## config.mk

```make
export PLATFORM = sky130hd
export DESIGN_NAME = pcf_flush_ctrl
export DESIGN_NICKNAME = d
export VERILOG_FILES = /design/src/hw/pcf_pkg.sv /design/src/hw/pcf_set_sweep.sv /design/src/hw/pcf_flush_ctrl.sv
export SDC_FILE = /design/constraint.sdc
export NUM_CORES = 1
export LEC_CHECK = 0
export BUFFER_PORTS_ARGS = -buffer_cell sky130_fd_sc_hd__buf_2
export CORE_UTILIZATION = 43
export DETAILED_ROUTE_END_ITERATION = 8
export PLACE_DENSITY = 0.8
export RECOVER_POWER = 100
export SETUP_SLACK_MARGIN = 0.1
export SLEW_MARGIN = 20
export SYNTH_ARGS = -nofsm -noshare
export SYNTH_HDL_FRONTEND = slang
export SYNTH_SLANG_ARGS = --single-unit
```

## constraint.sdc

```tcl
create_clock -name clk -period 2 [get_ports clk]
set_input_delay 0.2 -clock clk [delete_from_list [all_inputs] [get_ports clk]]
set_output_delay 0.2 -clock clk [all_outputs]
set_load 0.005 [all_outputs]
```

## src/hw/pcf_pkg.sv

```systemverilog
// package: register map, field layout, defaults and state encoding of the cache flush control
// Operation
// - A 4-bit writable group index sits in flush register bits 7:4.
// - Writing one to bit 1 invalidates the entries of the indexed group.
// - Group flush uses the group index as (part of) the set address.
// - Group flush exists only when group addressing capability is non-zero.
// - Group flush trigger returns to zero by itself when the flush ends.
// - Writing one to bit 0 invalidates the whole cache, ignoring the group.
// - Full flush trigger clears itself on completion; software may poll it.
// - Every flush updates the started and completed status flags.
// - Started flag sets at flush start, cleared only by writing one.
// - Completed flag sets at flush end, cleared only by writing one.
// - With group set addressing on, requester group joins the set address.
package pcf_pkg;
   // ****************************************************************
   // register offsets
   // ****************************************************************
   localparam logic [7:0]  PCF_ADDR_FLUSH  = 8'h14;
   localparam logic [7:0]  PCF_ADDR_CTRL   = 8'h10;
   localparam logic [7:0]  PCF_ADDR_STATUS = 8'h18;
   localparam logic [7:0]  PCF_ADDR_IMASK  = 8'h1C;
   localparam logic [7:0]  PCF_ADDR_CAP    = 8'h00;
   // ****************************************************************
   // field positions
   // ****************************************************************
   localparam int          PCF_FLUSH_ALL   = 0;
   localparam int          PCF_FLUSH_GRP   = 1;
   localparam int          PCF_FLUSH_SEL   = 4;
   localparam int          PCF_GRP_W       = 4;
   localparam int          PCF_CTRL_GADDR  = 4;
   localparam int          PCF_ST_STARTED  = 2;
   localparam int          PCF_ST_DONE     = 3;
   localparam int          PCF_CAP_LO      = 0;
   localparam logic [31:0] PCF_RESET_VAL   = 32'h0000_0000;
   localparam logic [3:0]  PCF_CAP_DEFAULT = 4'h1;
   localparam int          PCF_SET_W_DEF   = 6;
   // flush controller states
   typedef enum logic [1:0]
   {
      PCF_IDLE  = 2'b00,
      PCF_SWEEP = 2'b01,
      PCF_DONE  = 2'b10
   } pcf_state_t;
endpackage : pcf_pkg

```

## src/hw/pcf_set_sweep.sv

```systemverilog
// set sweeper: walks the cache sets to invalidate, full or one group's
module pcf_set_sweep
   import pcf_pkg::*;
#(
   parameter int SET_W = pcf_pkg::PCF_SET_W_DEF
)
(
   // clock and reset
   input  wire logic                       clk,
   input  wire logic                       reset_n,
   input  wire logic                       clk_en,
   // request
   input  wire logic                       start,
   input  wire logic                       group_mode,
   input  wire logic [pcf_pkg::PCF_GRP_W-1:0] group_sel,
   // cache invalidate port
   output logic                            inv_valid,
   output logic [SET_W-1:0]                inv_set,
   output logic                            last
);
   localparam int LOW_W = SET_W - PCF_GRP_W;
   logic [LOW_W-1:0] cnt_ff;
   logic             busy_ff;
   logic [PCF_GRP_W-1:0] grp_ff;
   logic             mode_ff;

   // group sweep holds top bits at the group index, full sweep counts all bits
   assign inv_valid = busy_ff;
   assign inv_set   = {grp_ff, cnt_ff};
   assign last      = busy_ff && (&cnt_ff) && (mode_ff || (&grp_ff));

   // sweep counter
   always_ff @(posedge clk)
   begin
      if (!reset_n)
      begin
         busy_ff <= 1'b0;
         cnt_ff  <= '0;
         grp_ff  <= '0;
         mode_ff <= 1'b0;
      end
      else if (clk_en)
      begin
         if (start && !busy_ff)
         begin
            busy_ff <= 1'b1;
            cnt_ff  <= '0;
            mode_ff <= group_mode;
            grp_ff  <= group_mode ? group_sel : '0;
         end
         else if (busy_ff)
         begin
            if (last)
               busy_ff <= 1'b0;
            cnt_ff <= cnt_ff + 1'b1;
            if (!mode_ff && (&cnt_ff))
               grp_ff <= grp_ff + 1'b1;
         end
      end
   end
endmodule : pcf_set_sweep

```

## src/hw/pcf_flush_ctrl.sv

```systemverilog
// top: flush register, status flags, interrupt mask and flush sequencing
module pcf_flush_ctrl
#(
   parameter int                       SET_W   = pcf_pkg::PCF_SET_W_DEF,
   parameter logic [3:0]               GRP_CAP = pcf_pkg::PCF_CAP_DEFAULT
)
(
   // clock, enable and reset
   input  wire logic                   clk,
   input  wire logic                   reset_n,
   input  wire logic                   clk_en,
   // register port
   input  wire logic [7:0]             reg_addr,
   input  wire logic [31:0]            reg_wdata,
   input  wire logic                   reg_wr,
   input  wire logic                   reg_rd,
   output logic [31:0]                 reg_rdata,
   // lookup side: requester group and set index
   input  wire logic [pcf_pkg::PCF_GRP_W-1:0] req_group,
   input  wire logic [SET_W-pcf_pkg::PCF_GRP_W-1:0] req_index,
   output logic [SET_W-1:0]            lookup_set,
   // cache invalidate port
   output logic                        inv_valid,
   output logic [SET_W-1:0]            inv_set,
   // interrupt
   output logic                        irq
);
   import pcf_pkg::*;

   // ****************************************************************
   // state
   // ****************************************************************
   logic                 full_trig_ff;
   logic                 grp_trig_ff;
   logic [PCF_GRP_W-1:0] grp_sel_ff;
   logic                 grp_addr_en_ff;
   logic                 started_ff;
   logic                 done_ff;
   logic                 mask_started_ff;
   logic                 mask_done_ff;
   logic [31:0]          rdata_ff;
   pcf_state_t           state_ff;
   logic                 sweep_start;
   logic                 sweep_last;
   logic                 flush_begin;
   logic                 flush_end;
   logic                 wr_flush;
   logic                 wr_status;
   logic                 cap_has_group;

   assign wr_flush      = reg_wr && (reg_addr == PCF_ADDR_FLUSH);
   assign wr_status     = reg_wr && (reg_addr == PCF_ADDR_STATUS);
   assign cap_has_group = (GRP_CAP != 4'h0);

   // ****************************************************************
   // flush register
   // ****************************************************************
   // triggers only set on a written one; cleared by hardware at flush end
   always_ff @(posedge clk)
   begin
      if (!reset_n)
      begin
         full_trig_ff <= PCF_RESET_VAL[PCF_FLUSH_ALL];
         grp_trig_ff  <= PCF_RESET_VAL[PCF_FLUSH_GRP];
         grp_sel_ff   <= PCF_RESET_VAL[PCF_FLUSH_SEL +: PCF_GRP_W];
      end
      else if (clk_en)
      begin
         if (wr_flush)
            grp_sel_ff <= reg_wdata[PCF_FLUSH_SEL +: PCF_GRP_W];
         if (flush_end)
         begin
            full_trig_ff <= 1'b0;
            grp_trig_ff  <= 1'b0;
         end
         else if (wr_flush && state_ff == PCF_IDLE)
         begin
            // zero writes leave a pending trigger untouched
            if (reg_wdata[PCF_FLUSH_ALL])
               full_trig_ff <= 1'b1;
            if (reg_wdata[PCF_FLUSH_GRP] && cap_has_group)
               grp_trig_ff <= 1'b1;
         end
      end
   end

   // ****************************************************************
   // control bit (group set addressing) and interrupt mask
   // ****************************************************************
   always_ff @(posedge clk)
   begin
      if (!reset_n)
      begin
         grp_addr_en_ff  <= 1'b0;
         mask_started_ff <= 1'b0;
         mask_done_ff    <= 1'b0;
      end
      else if (clk_en)
      begin
         if (reg_wr && reg_addr == PCF_ADDR_CTRL)
            grp_addr_en_ff <= reg_wdata[PCF_CTRL_GADDR] && cap_has_group;
         if (reg_wr && reg_addr == PCF_ADDR_IMASK)
         begin
            mask_started_ff <= reg_wdata[PCF_ST_STARTED];
            mask_done_ff    <= reg_wdata[PCF_ST_DONE];
         end
      end
   end

   // ****************************************************************
   // flush sequencer
   // ****************************************************************
   // a group request while group addressing is off is still swept; software
   // must avoid it since other groups' aliases could stay valid
   assign sweep_start = (state_ff == PCF_IDLE) && (full_trig_ff || grp_trig_ff);
   assign flush_begin = sweep_start;
   assign flush_end   = (state_ff == PCF_DONE);

   always_ff @(posedge clk)
   begin
      if (!reset_n)
         state_ff <= PCF_IDLE;
      else if (clk_en)
      begin
         case (state_ff)
            PCF_IDLE:
               if (sweep_start)
                  state_ff <= PCF_SWEEP;
            PCF_SWEEP:
               if (sweep_last)
                  state_ff <= PCF_DONE;
            PCF_DONE:
               state_ff <= PCF_IDLE;
            default:
               state_ff <= PCF_IDLE;
         endcase
      end
   end

   // full flush wins when both triggers are set
   pcf_set_sweep #(
      .SET_W      (SET_W)
   ) u_sweep (
      .clk        (clk),
      .reset_n    (reset_n),
      .clk_en     (clk_en),
      .start      (sweep_start),
      .group_mode (!full_trig_ff),
      .group_sel  (grp_sel_ff),
      .inv_valid  (inv_valid),
      .inv_set    (inv_set),
      .last       (sweep_last)
   );

   // ****************************************************************
   // lookup set address
   // ****************************************************************
   // without group addressing the top bits are plain index zero
   assign lookup_set = grp_addr_en_ff ? {req_group, req_index}
                                : {{PCF_GRP_W{1'b0}}, req_index};

   // ****************************************************************
   // status flags: set wins over write-one-to-clear
   // ****************************************************************
   always_ff @(posedge clk)
   begin
      if (!reset_n)
      begin
         started_ff <= 1'b0;
         done_ff    <= 1'b0;
      end
      else if (clk_en)
      begin
         if (flush_begin)
            started_ff <= 1'b1;
         else if (wr_status && reg_wdata[PCF_ST_STARTED])
            started_ff <= 1'b0;
         if (flush_end)
            done_ff <= 1'b1;
         else if (wr_status && reg_wdata[PCF_ST_DONE])
            done_ff <= 1'b0;
      end
   end

   // level interrupt while an unmasked flag stands
   assign irq = (started_ff && mask_started_ff) || (done_ff && mask_done_ff);

   // ****************************************************************
   // read port
   // ****************************************************************
   // unmapped addresses and reserved bits read as zero
   always_ff @(posedge clk)
   begin
      if (!reset_n)
         rdata_ff <= '0;
      else if (clk_en)
      begin
         rdata_ff <= '0;
         if (reg_rd)
         begin
            case (reg_addr)
               PCF_ADDR_FLUSH:
               begin
                  rdata_ff[PCF_FLUSH_ALL]                 <= full_trig_ff;
                  rdata_ff[PCF_FLUSH_GRP]                 <= grp_trig_ff;
                  rdata_ff[PCF_FLUSH_SEL +: PCF_GRP_W]    <= grp_sel_ff;
               end
               PCF_ADDR_CTRL:
                  rdata_ff[PCF_CTRL_GADDR] <= grp_addr_en_ff;
               PCF_ADDR_STATUS:
               begin
                  rdata_ff[PCF_ST_STARTED] <= started_ff;
                  rdata_ff[PCF_ST_DONE]    <= done_ff;
               end
               PCF_ADDR_IMASK:
               begin
                  rdata_ff[PCF_ST_STARTED] <= mask_started_ff;
                  rdata_ff[PCF_ST_DONE]    <= mask_done_ff;
               end
               PCF_ADDR_CAP:
                  rdata_ff[PCF_CAP_LO +: $bits(GRP_CAP)] <= GRP_CAP;
               default:
                  rdata_ff <= '0;
            endcase
         end
      end
   end

   assign reg_rdata = rdata_ff;
endmodule : pcf_flush_ctrl

```

==> flow_summary.yaml, run 1 <==
status:
  outcome: "finished, final reports clean"
drt:
  vias_per_cell: 5.13
  top_layer_used: "met4"
  drc_errors: 0
  wl_met3_um: 199
  dr_wl_met2_mm: 1.60
  num_vias: 1427
  drt_iter0_drc: 40
  drt-met1-wl_mm: 1.50
  drt_pass1_iterations: 4
  routed_wl_mm: 3.37
  wl_per_cell_um: 12.1
  drtAntennaViolNets: 0
yosys:
  ys_types: 43
  syn_area_sq_um: 1600
  synth.area.top_cells: "dfxtp_1 (36%), buf_4 (12%), mux2i_1 (6.9%)"
  synth_edf_count: 0
  ys_ff_latch: 29
  synthArstFlopShare_pct: 0
  syn_inst: 190
  syn_area_per_cell_sq_um: 8.43
  ys_top_cells_by_count: "dfxtp_1 (29), buf_4 (26), nand2_1 (17), nor2_1 (17), mux2i_1 (11)"
  yosysSeqAreaShare_pct: 36.2
  yosysTopAreaCell: "dfxtp_1"
  ys_warn_count: 0
  synth_top_area_share_pct: 36.3
  yosysMostFrequentCell: "dfxtp_1"
  synth_ff_type: "dfxtp_1"
setup_path:
  r2r_slack_ps: 520
  required_ps: 2170
  worst-path-max-fanout: 11
  worstSetupStartpoint: "clk_en"
  timing.rr.start: "u_sweep.inv_valid$_SDFFE_PN0P_"
  endpoint_kind: "flip-flop"
  arrival_ps: 1810
  critPathLaunchType: "input pin"
  path_class: "input pin to flip-flop"
min_path:
  hold_start: "reg_wdata[1]"
  holdCritPathClass: "input pin to flip-flop"
flow_run:
  drv_cap: 0
clock_network:
  clockBufferDepth: 2
  h-tree-depth: 2
  cts.reportedPaths.clkPinSlew_ps: 60
  clock_sinks: 29
  clk_latency_ps: 280
  cts_buffers: 5
  postCtsSetupRepairBufs: 0
  cts_resized: 0
  tritoncts: "yes"
  hold_buffers: 0
  root_buffer: "clkbuf_8"
timing:
  slew_viol_final: 0
  finalCriticalPeriod_ps: 1630
  finalCritPeriodShare_pct: 81.7
  fin_skew_ps: 3.78
  fmax_ghz: 0.612
  rsz0062_at_grt: "no"
  finalSetupTns_ps: 0
  setup_viol: 0
  setup_slack_ps: 366
  finalHoldViolations: 0
finish:
  drive_above_1_share_pct: 21.6
  area_growth_pct: 13.8
  num_antenna_cells: 0
  fin_util_pct: 53.0
  stdcell_count: 278
  multi_input_comb_area_sq_um: 855
  fill_cells: 349
  seq_area_sq_um: 581
  final_nets: 285
global_routing:
  grt_usage_pct: 18.2
  grt_pass1_wl_mm: 5.62
  grt_pass1_vias: 1269
  grt_max_degree: 18
  grt-ovfl-total: 0
  grt_antenna_before_repair: 0
power:
  p_leak_uw: 0.000808
  cellPowerDensity_nw_per_um2: 627
  peakVddDrop_uv: 310
floorplanning:
  fp.dieH_um: 63.0
  die_x_um: 63.0
  ios: 97
  start_util_pct: 46.5
  dieArea_sq_um: 3970
  fp-row-count: 21
  coreArea_sq_um: 3440
placement:
  globalplace.congestion: 0.771
  place_ws_ps: 212
  io_buffers: 44
  dp.cells: 271
  place_hpwl_mm: 2.53
## cells in the final DEF (no fill, tap or decap), drive strengths merged, types with 2 or more instances in the layout
master	synthesis	final
o21ai	6	6
a32o	2	2
nand3	7	7
dfxtp	29	29
inv	2	2
nor2	17	17
a22o	2	2
conb	1	24
nor4	2	2
nand2	17	17
and3	3	3
nand3b	4	4
buf	26	41
mux2i	11	11
a22oi	5	5
nor3	2	2
ha	2	2
and2	4	4
a31oi	3	3
a311oi	2	2
clkbuf	9	13
or3	4	4
nor2b	3	3
a21oi	10	10
## layer usage
layer  up-vias  track usage (%)
li1        715                -
met5         -                0
met1       648             20.4
met3         7             5.29
met2        57             30.6
met4         0             9.59
## cells by family after synthesis
| group | count (synthesis) | synth area share, % |
|---|---|---|
| multiplexers | 11 | 6.88 |
| flip-flops | 29 | 36.3 |
| AO/OA/AOI/OAI | 38 | 16.3 |
| AND/OR/NAND/NOR | 71 | 23.8 |
| adder cells (fa/ha/maj) | 2 | 1.56 |
| buffers and inverters | 38 | 15.0 |
| other | 1 | 0.234 |
## worst max-delay path, cell delays in order
cell      delay [ps]
clkbuf_1         330
or4b_1           510
or3_1            480
mux2i_1          210
nor2_1            60
## where the power goes
part	total [uW]	internal, uW	switching (uW)
Sequential	578	578	0.273
Clock	491	272	219
Combinational	72.8	26.2	46.7
Total	1140	876	266
## flip-flops by register name, indices dropped and copies added, names as in the netlist, 2 cells and up
name	cells
grp_sel_ff	4
u_sweep.grp_ff	4
reg_rdata	8
u_sweep.cnt_ff	2
state_ff	2
## layout make-up
type | count | share of cell area, %
Tap cell | 46 | 3.16
Timing Repair Buffer | 47 | 12.8
Inverter | 3 | 0.618
Clock buffer | 7 | 4.74
Multi-Input combinational cell | 146 | 46.9
Sequential cell | 29 | 31.8
## final timing paths
kind,endpoint,cells after the start
worst max-delay path,grp_sel_ff[0]$_SDFFE_PN0P_,5
worst min-delay path,grp_trig_ff$_SDFFE_PN0P_,2
worst max register to register,u_sweep.grp_ff[0]$_SDFFE_PN0P_,4
worst min register to register,reg_rdata[4]$_SDFFE_PN0P_,2
## through the flow
step                hold WS [ps]  power [uW]  cell area (sq um)
global route                 124        1190               1820
CTS                          123        1160               1850
detailed placement           400         665               1760
global placement             400         664               1760
finish                       126        1140               1820
floorplan                    310         668               1690
Power figures use the tool's default switching activity.
==> run 2, diff against run 1 <==
--- a/config.mk
+++ b/config.mk
@@ -6,9 +6,9 @@
 export NUM_CORES = 1
 export LEC_CHECK = 0
 export BUFFER_PORTS_ARGS = -buffer_cell sky130_fd_sc_hd__buf_2
-export CORE_UTILIZATION = 43
+export CORE_UTILIZATION = 39
 export DETAILED_ROUTE_END_ITERATION = 8
-export PLACE_DENSITY = 0.8
+export PLACE_DENSITY = 0.76
 export RECOVER_POWER = 100
 export SETUP_SLACK_MARGIN = 0.1
 export SLEW_MARGIN = 20
==> constraint.sdc (replaced) <==
create_clock -name clk -period 1.5 [get_ports clk]
set_input_delay 0.15 -clock clk [delete_from_list [all_inputs] [get_ports clk]]
set_output_delay 0.15 -clock clk [all_outputs]
set_load 0.005 [all_outputs]
==> run 2 against run 1 <==
  * Total power increased by 34%
  * Sequential share of layout area down 1.9 points
  * Setup slack worse by 280 ps
  * Global-route usage is 0.48 points lower
  * Utilization is 1.9 points lower
  * Register-to-register slack worse by 390 ps
  * Wire length grew 5.1%
  * Highest routed layer unchanged
  * Cell count increased by 5.4%
  * Clock skew up 2.9 ps
  * Critical endpoint is now reg_rdata[2]$_SDFFE_PN0P_
  * Final area is 6.4% higher
  * Die area increased by 9.9%
  * Flip-flop and latch count stayed put
==> flow_summary.yaml, run 2 (synthesized netlist as in run 1, its figures left out) <==
timing:
  setup_viol: 0
  fmax_ghz: 0.710
  fin_skew_ps: 6.71
  hold_slack_ps: 74.8
  setup_slack_ps: 90.7
  finalHoldViolations: 0
  slew_viol_final: 0
  rsz0062_at_grt: "yes"
  finalCritPeriodShare_pct: 94.0
  finalCriticalPeriod_ps: 1410
finish:
  final_nets: 298
  largest_reg_flops: 8
  drive_above_1_share_pct: 26.1
  mostFrequentLayoutCell: "buf_2"
  design_area_sq_um: 1940
  area_growth_pct: 21.1
  layout_common_cells: "buf_2 (40), dfxtp_1 (29), conb_1 (24)"
  fill_cells: 377
  multi_input_comb_area_sq_um: 877
  seq_area_sq_um: 581
  num_antenna_cells: 0
  fin_util_pct: 51.1
power:
  switchingPower_uw: 346
  p_leak_uw: 0.000874
  peakVddDrop_uv: 349
  clkPwrFrac_pct: 42.0
  combPwrFrac_pct: 7.5
  intPower_uw: 1180
  cellPowerDensity_nw_per_um2: 787
  total_power_uw: 1530
  swShare_pct: 22.7
  pwr-share-seq_pct: 50.5
status:
  outcome: "finished, final reports clean"
flow_run:
  drv_cap: 0
floorplanning:
  start_util_pct: 42.2
  ios: 97
  coreArea_sq_um: 3800
  fp-row-count: 22
  fp.dieH_um: 66.1
  dieArea_sq_um: 4370
  die_x_um: 66.1
drt:
  drc_errors: 0
  num_vias: 1502
  drt_iter0_drc: 57
  wl_per_cell_um: 12.1
  drtAntennaViolNets: 0
  routed_wl_mm: 3.54
  vias_per_cell: 5.13
  drt_pass1_iterations: 6
clock_network:
  root_buffer: "clkbuf_8"
  hold_buffers: 0
  clockBufferDepth: 2
  cts.reportedPaths.clkPinSlew_ps: 60
  h-tree-depth: 2
  cts_buffers: 5
  postCtsSetupRepairBufs: 0
  clk_latency_ps: 280
  tritoncts: "yes"
  clock_sinks: 29
placement:
  io_buffers: 44
  globalplace.congestion: 0.820
  place_hpwl_mm: 2.72
  placed_cell_area_sq_um: 1860
  place_ws_ps: -202
global_routing:
  grt_usage_pct: 17.7
  grt_pass1_vias: 1323
  grt_max_degree: 17
  grt_pass1_wl_mm: 5.71
  grt_antenna_before_repair: 0
  grt-ovfl-total: 0
setup_path:
  required_ps: 1720
  arrival_ps: 1630
  path_class: "input pin to flip-flop"
  endpoint_kind: "flip-flop"
  critPathLaunchType: "input pin"
  worst-path-max-fanout: 4
min_path:
  holdCritPathClass: "input pin to flip-flop"
run 2: per-stage QoR:
stage,setup TNS (ps),instances
6_report,0,293
5_1_grt,0,293
3_5_place_dp,-1290,286
3_3_place_gp,-1170,286
4_1_cts,0,293
2_1_floorplan,-105,213
run 2: cell type report:
class | instances | area share, %
Tap cell | 48 | 3.10
Inverter | 3 | 0.581
Multi-Input combinational cell | 146 | 45.2
Timing Repair Buffer | 60 | 16.7
Clock buffer | 7 | 4.45
Sequential cell | 29 | 29.9
run 2: routing by layer:
layer / GRT usage, % / wire length (um) / up-vias
met5: 0 / 0 / -
met1: 20.4 / 1590 / 690
met2: 28.4 / 1650 / 68
met3: 5.86 / 236 / 8
met4: 10.1 / 66 / 0
li1: - / - / 736
run 2: worst max-delay path: stages:
cell	delay (ps)
buf_2	90
or3_1	380
or4_1	480
or3_1	410
a21oi_2	130
run 2: final timing paths:
kind | start | to | slack, ps | cells after the start
worst max-delay path | reg_addr[7] | reg_rdata[2]$_SDFFE_PN0P_ | 90 | 5
worst min-delay path | reg_wdata[3] | done_ff$_SDFFE_PN0P_ | 70 | 2
worst max register to register | u_sweep.cnt_ff[0]$_SDFFE_PN0P_ | u_sweep.grp_ff[2]$_SDFFE_PN0P_ | 130 | 5
worst min register to register | reg_rdata[4]$_SDFFE_PN0P_ | reg_rdata[4]$_SDFFE_PN0P_ | 460 | 2
run 2: repair_timing:
action	in CTS	in global routing
gates resized for setup	2	4
pin swaps	2	1
endpoints found under the setup margin	3	4
run 2: power by group through the flow:
| stage | Sequential (uW) | Clock (uW) | Combinational (uW) |
|---|---|---|---|
| 2_1_floorplan | 788 | 0 | 103 |
| 3_3_place_gp | 788 | 0 | 114 |
| 3_5_place_dp | 788 | 0 | 116 |
| 4_1_cts | 771 | 660 | 116 |
| 5_1_grt | 770 | 691 | 126 |
| 6_report | 771 | 641 | 114 |
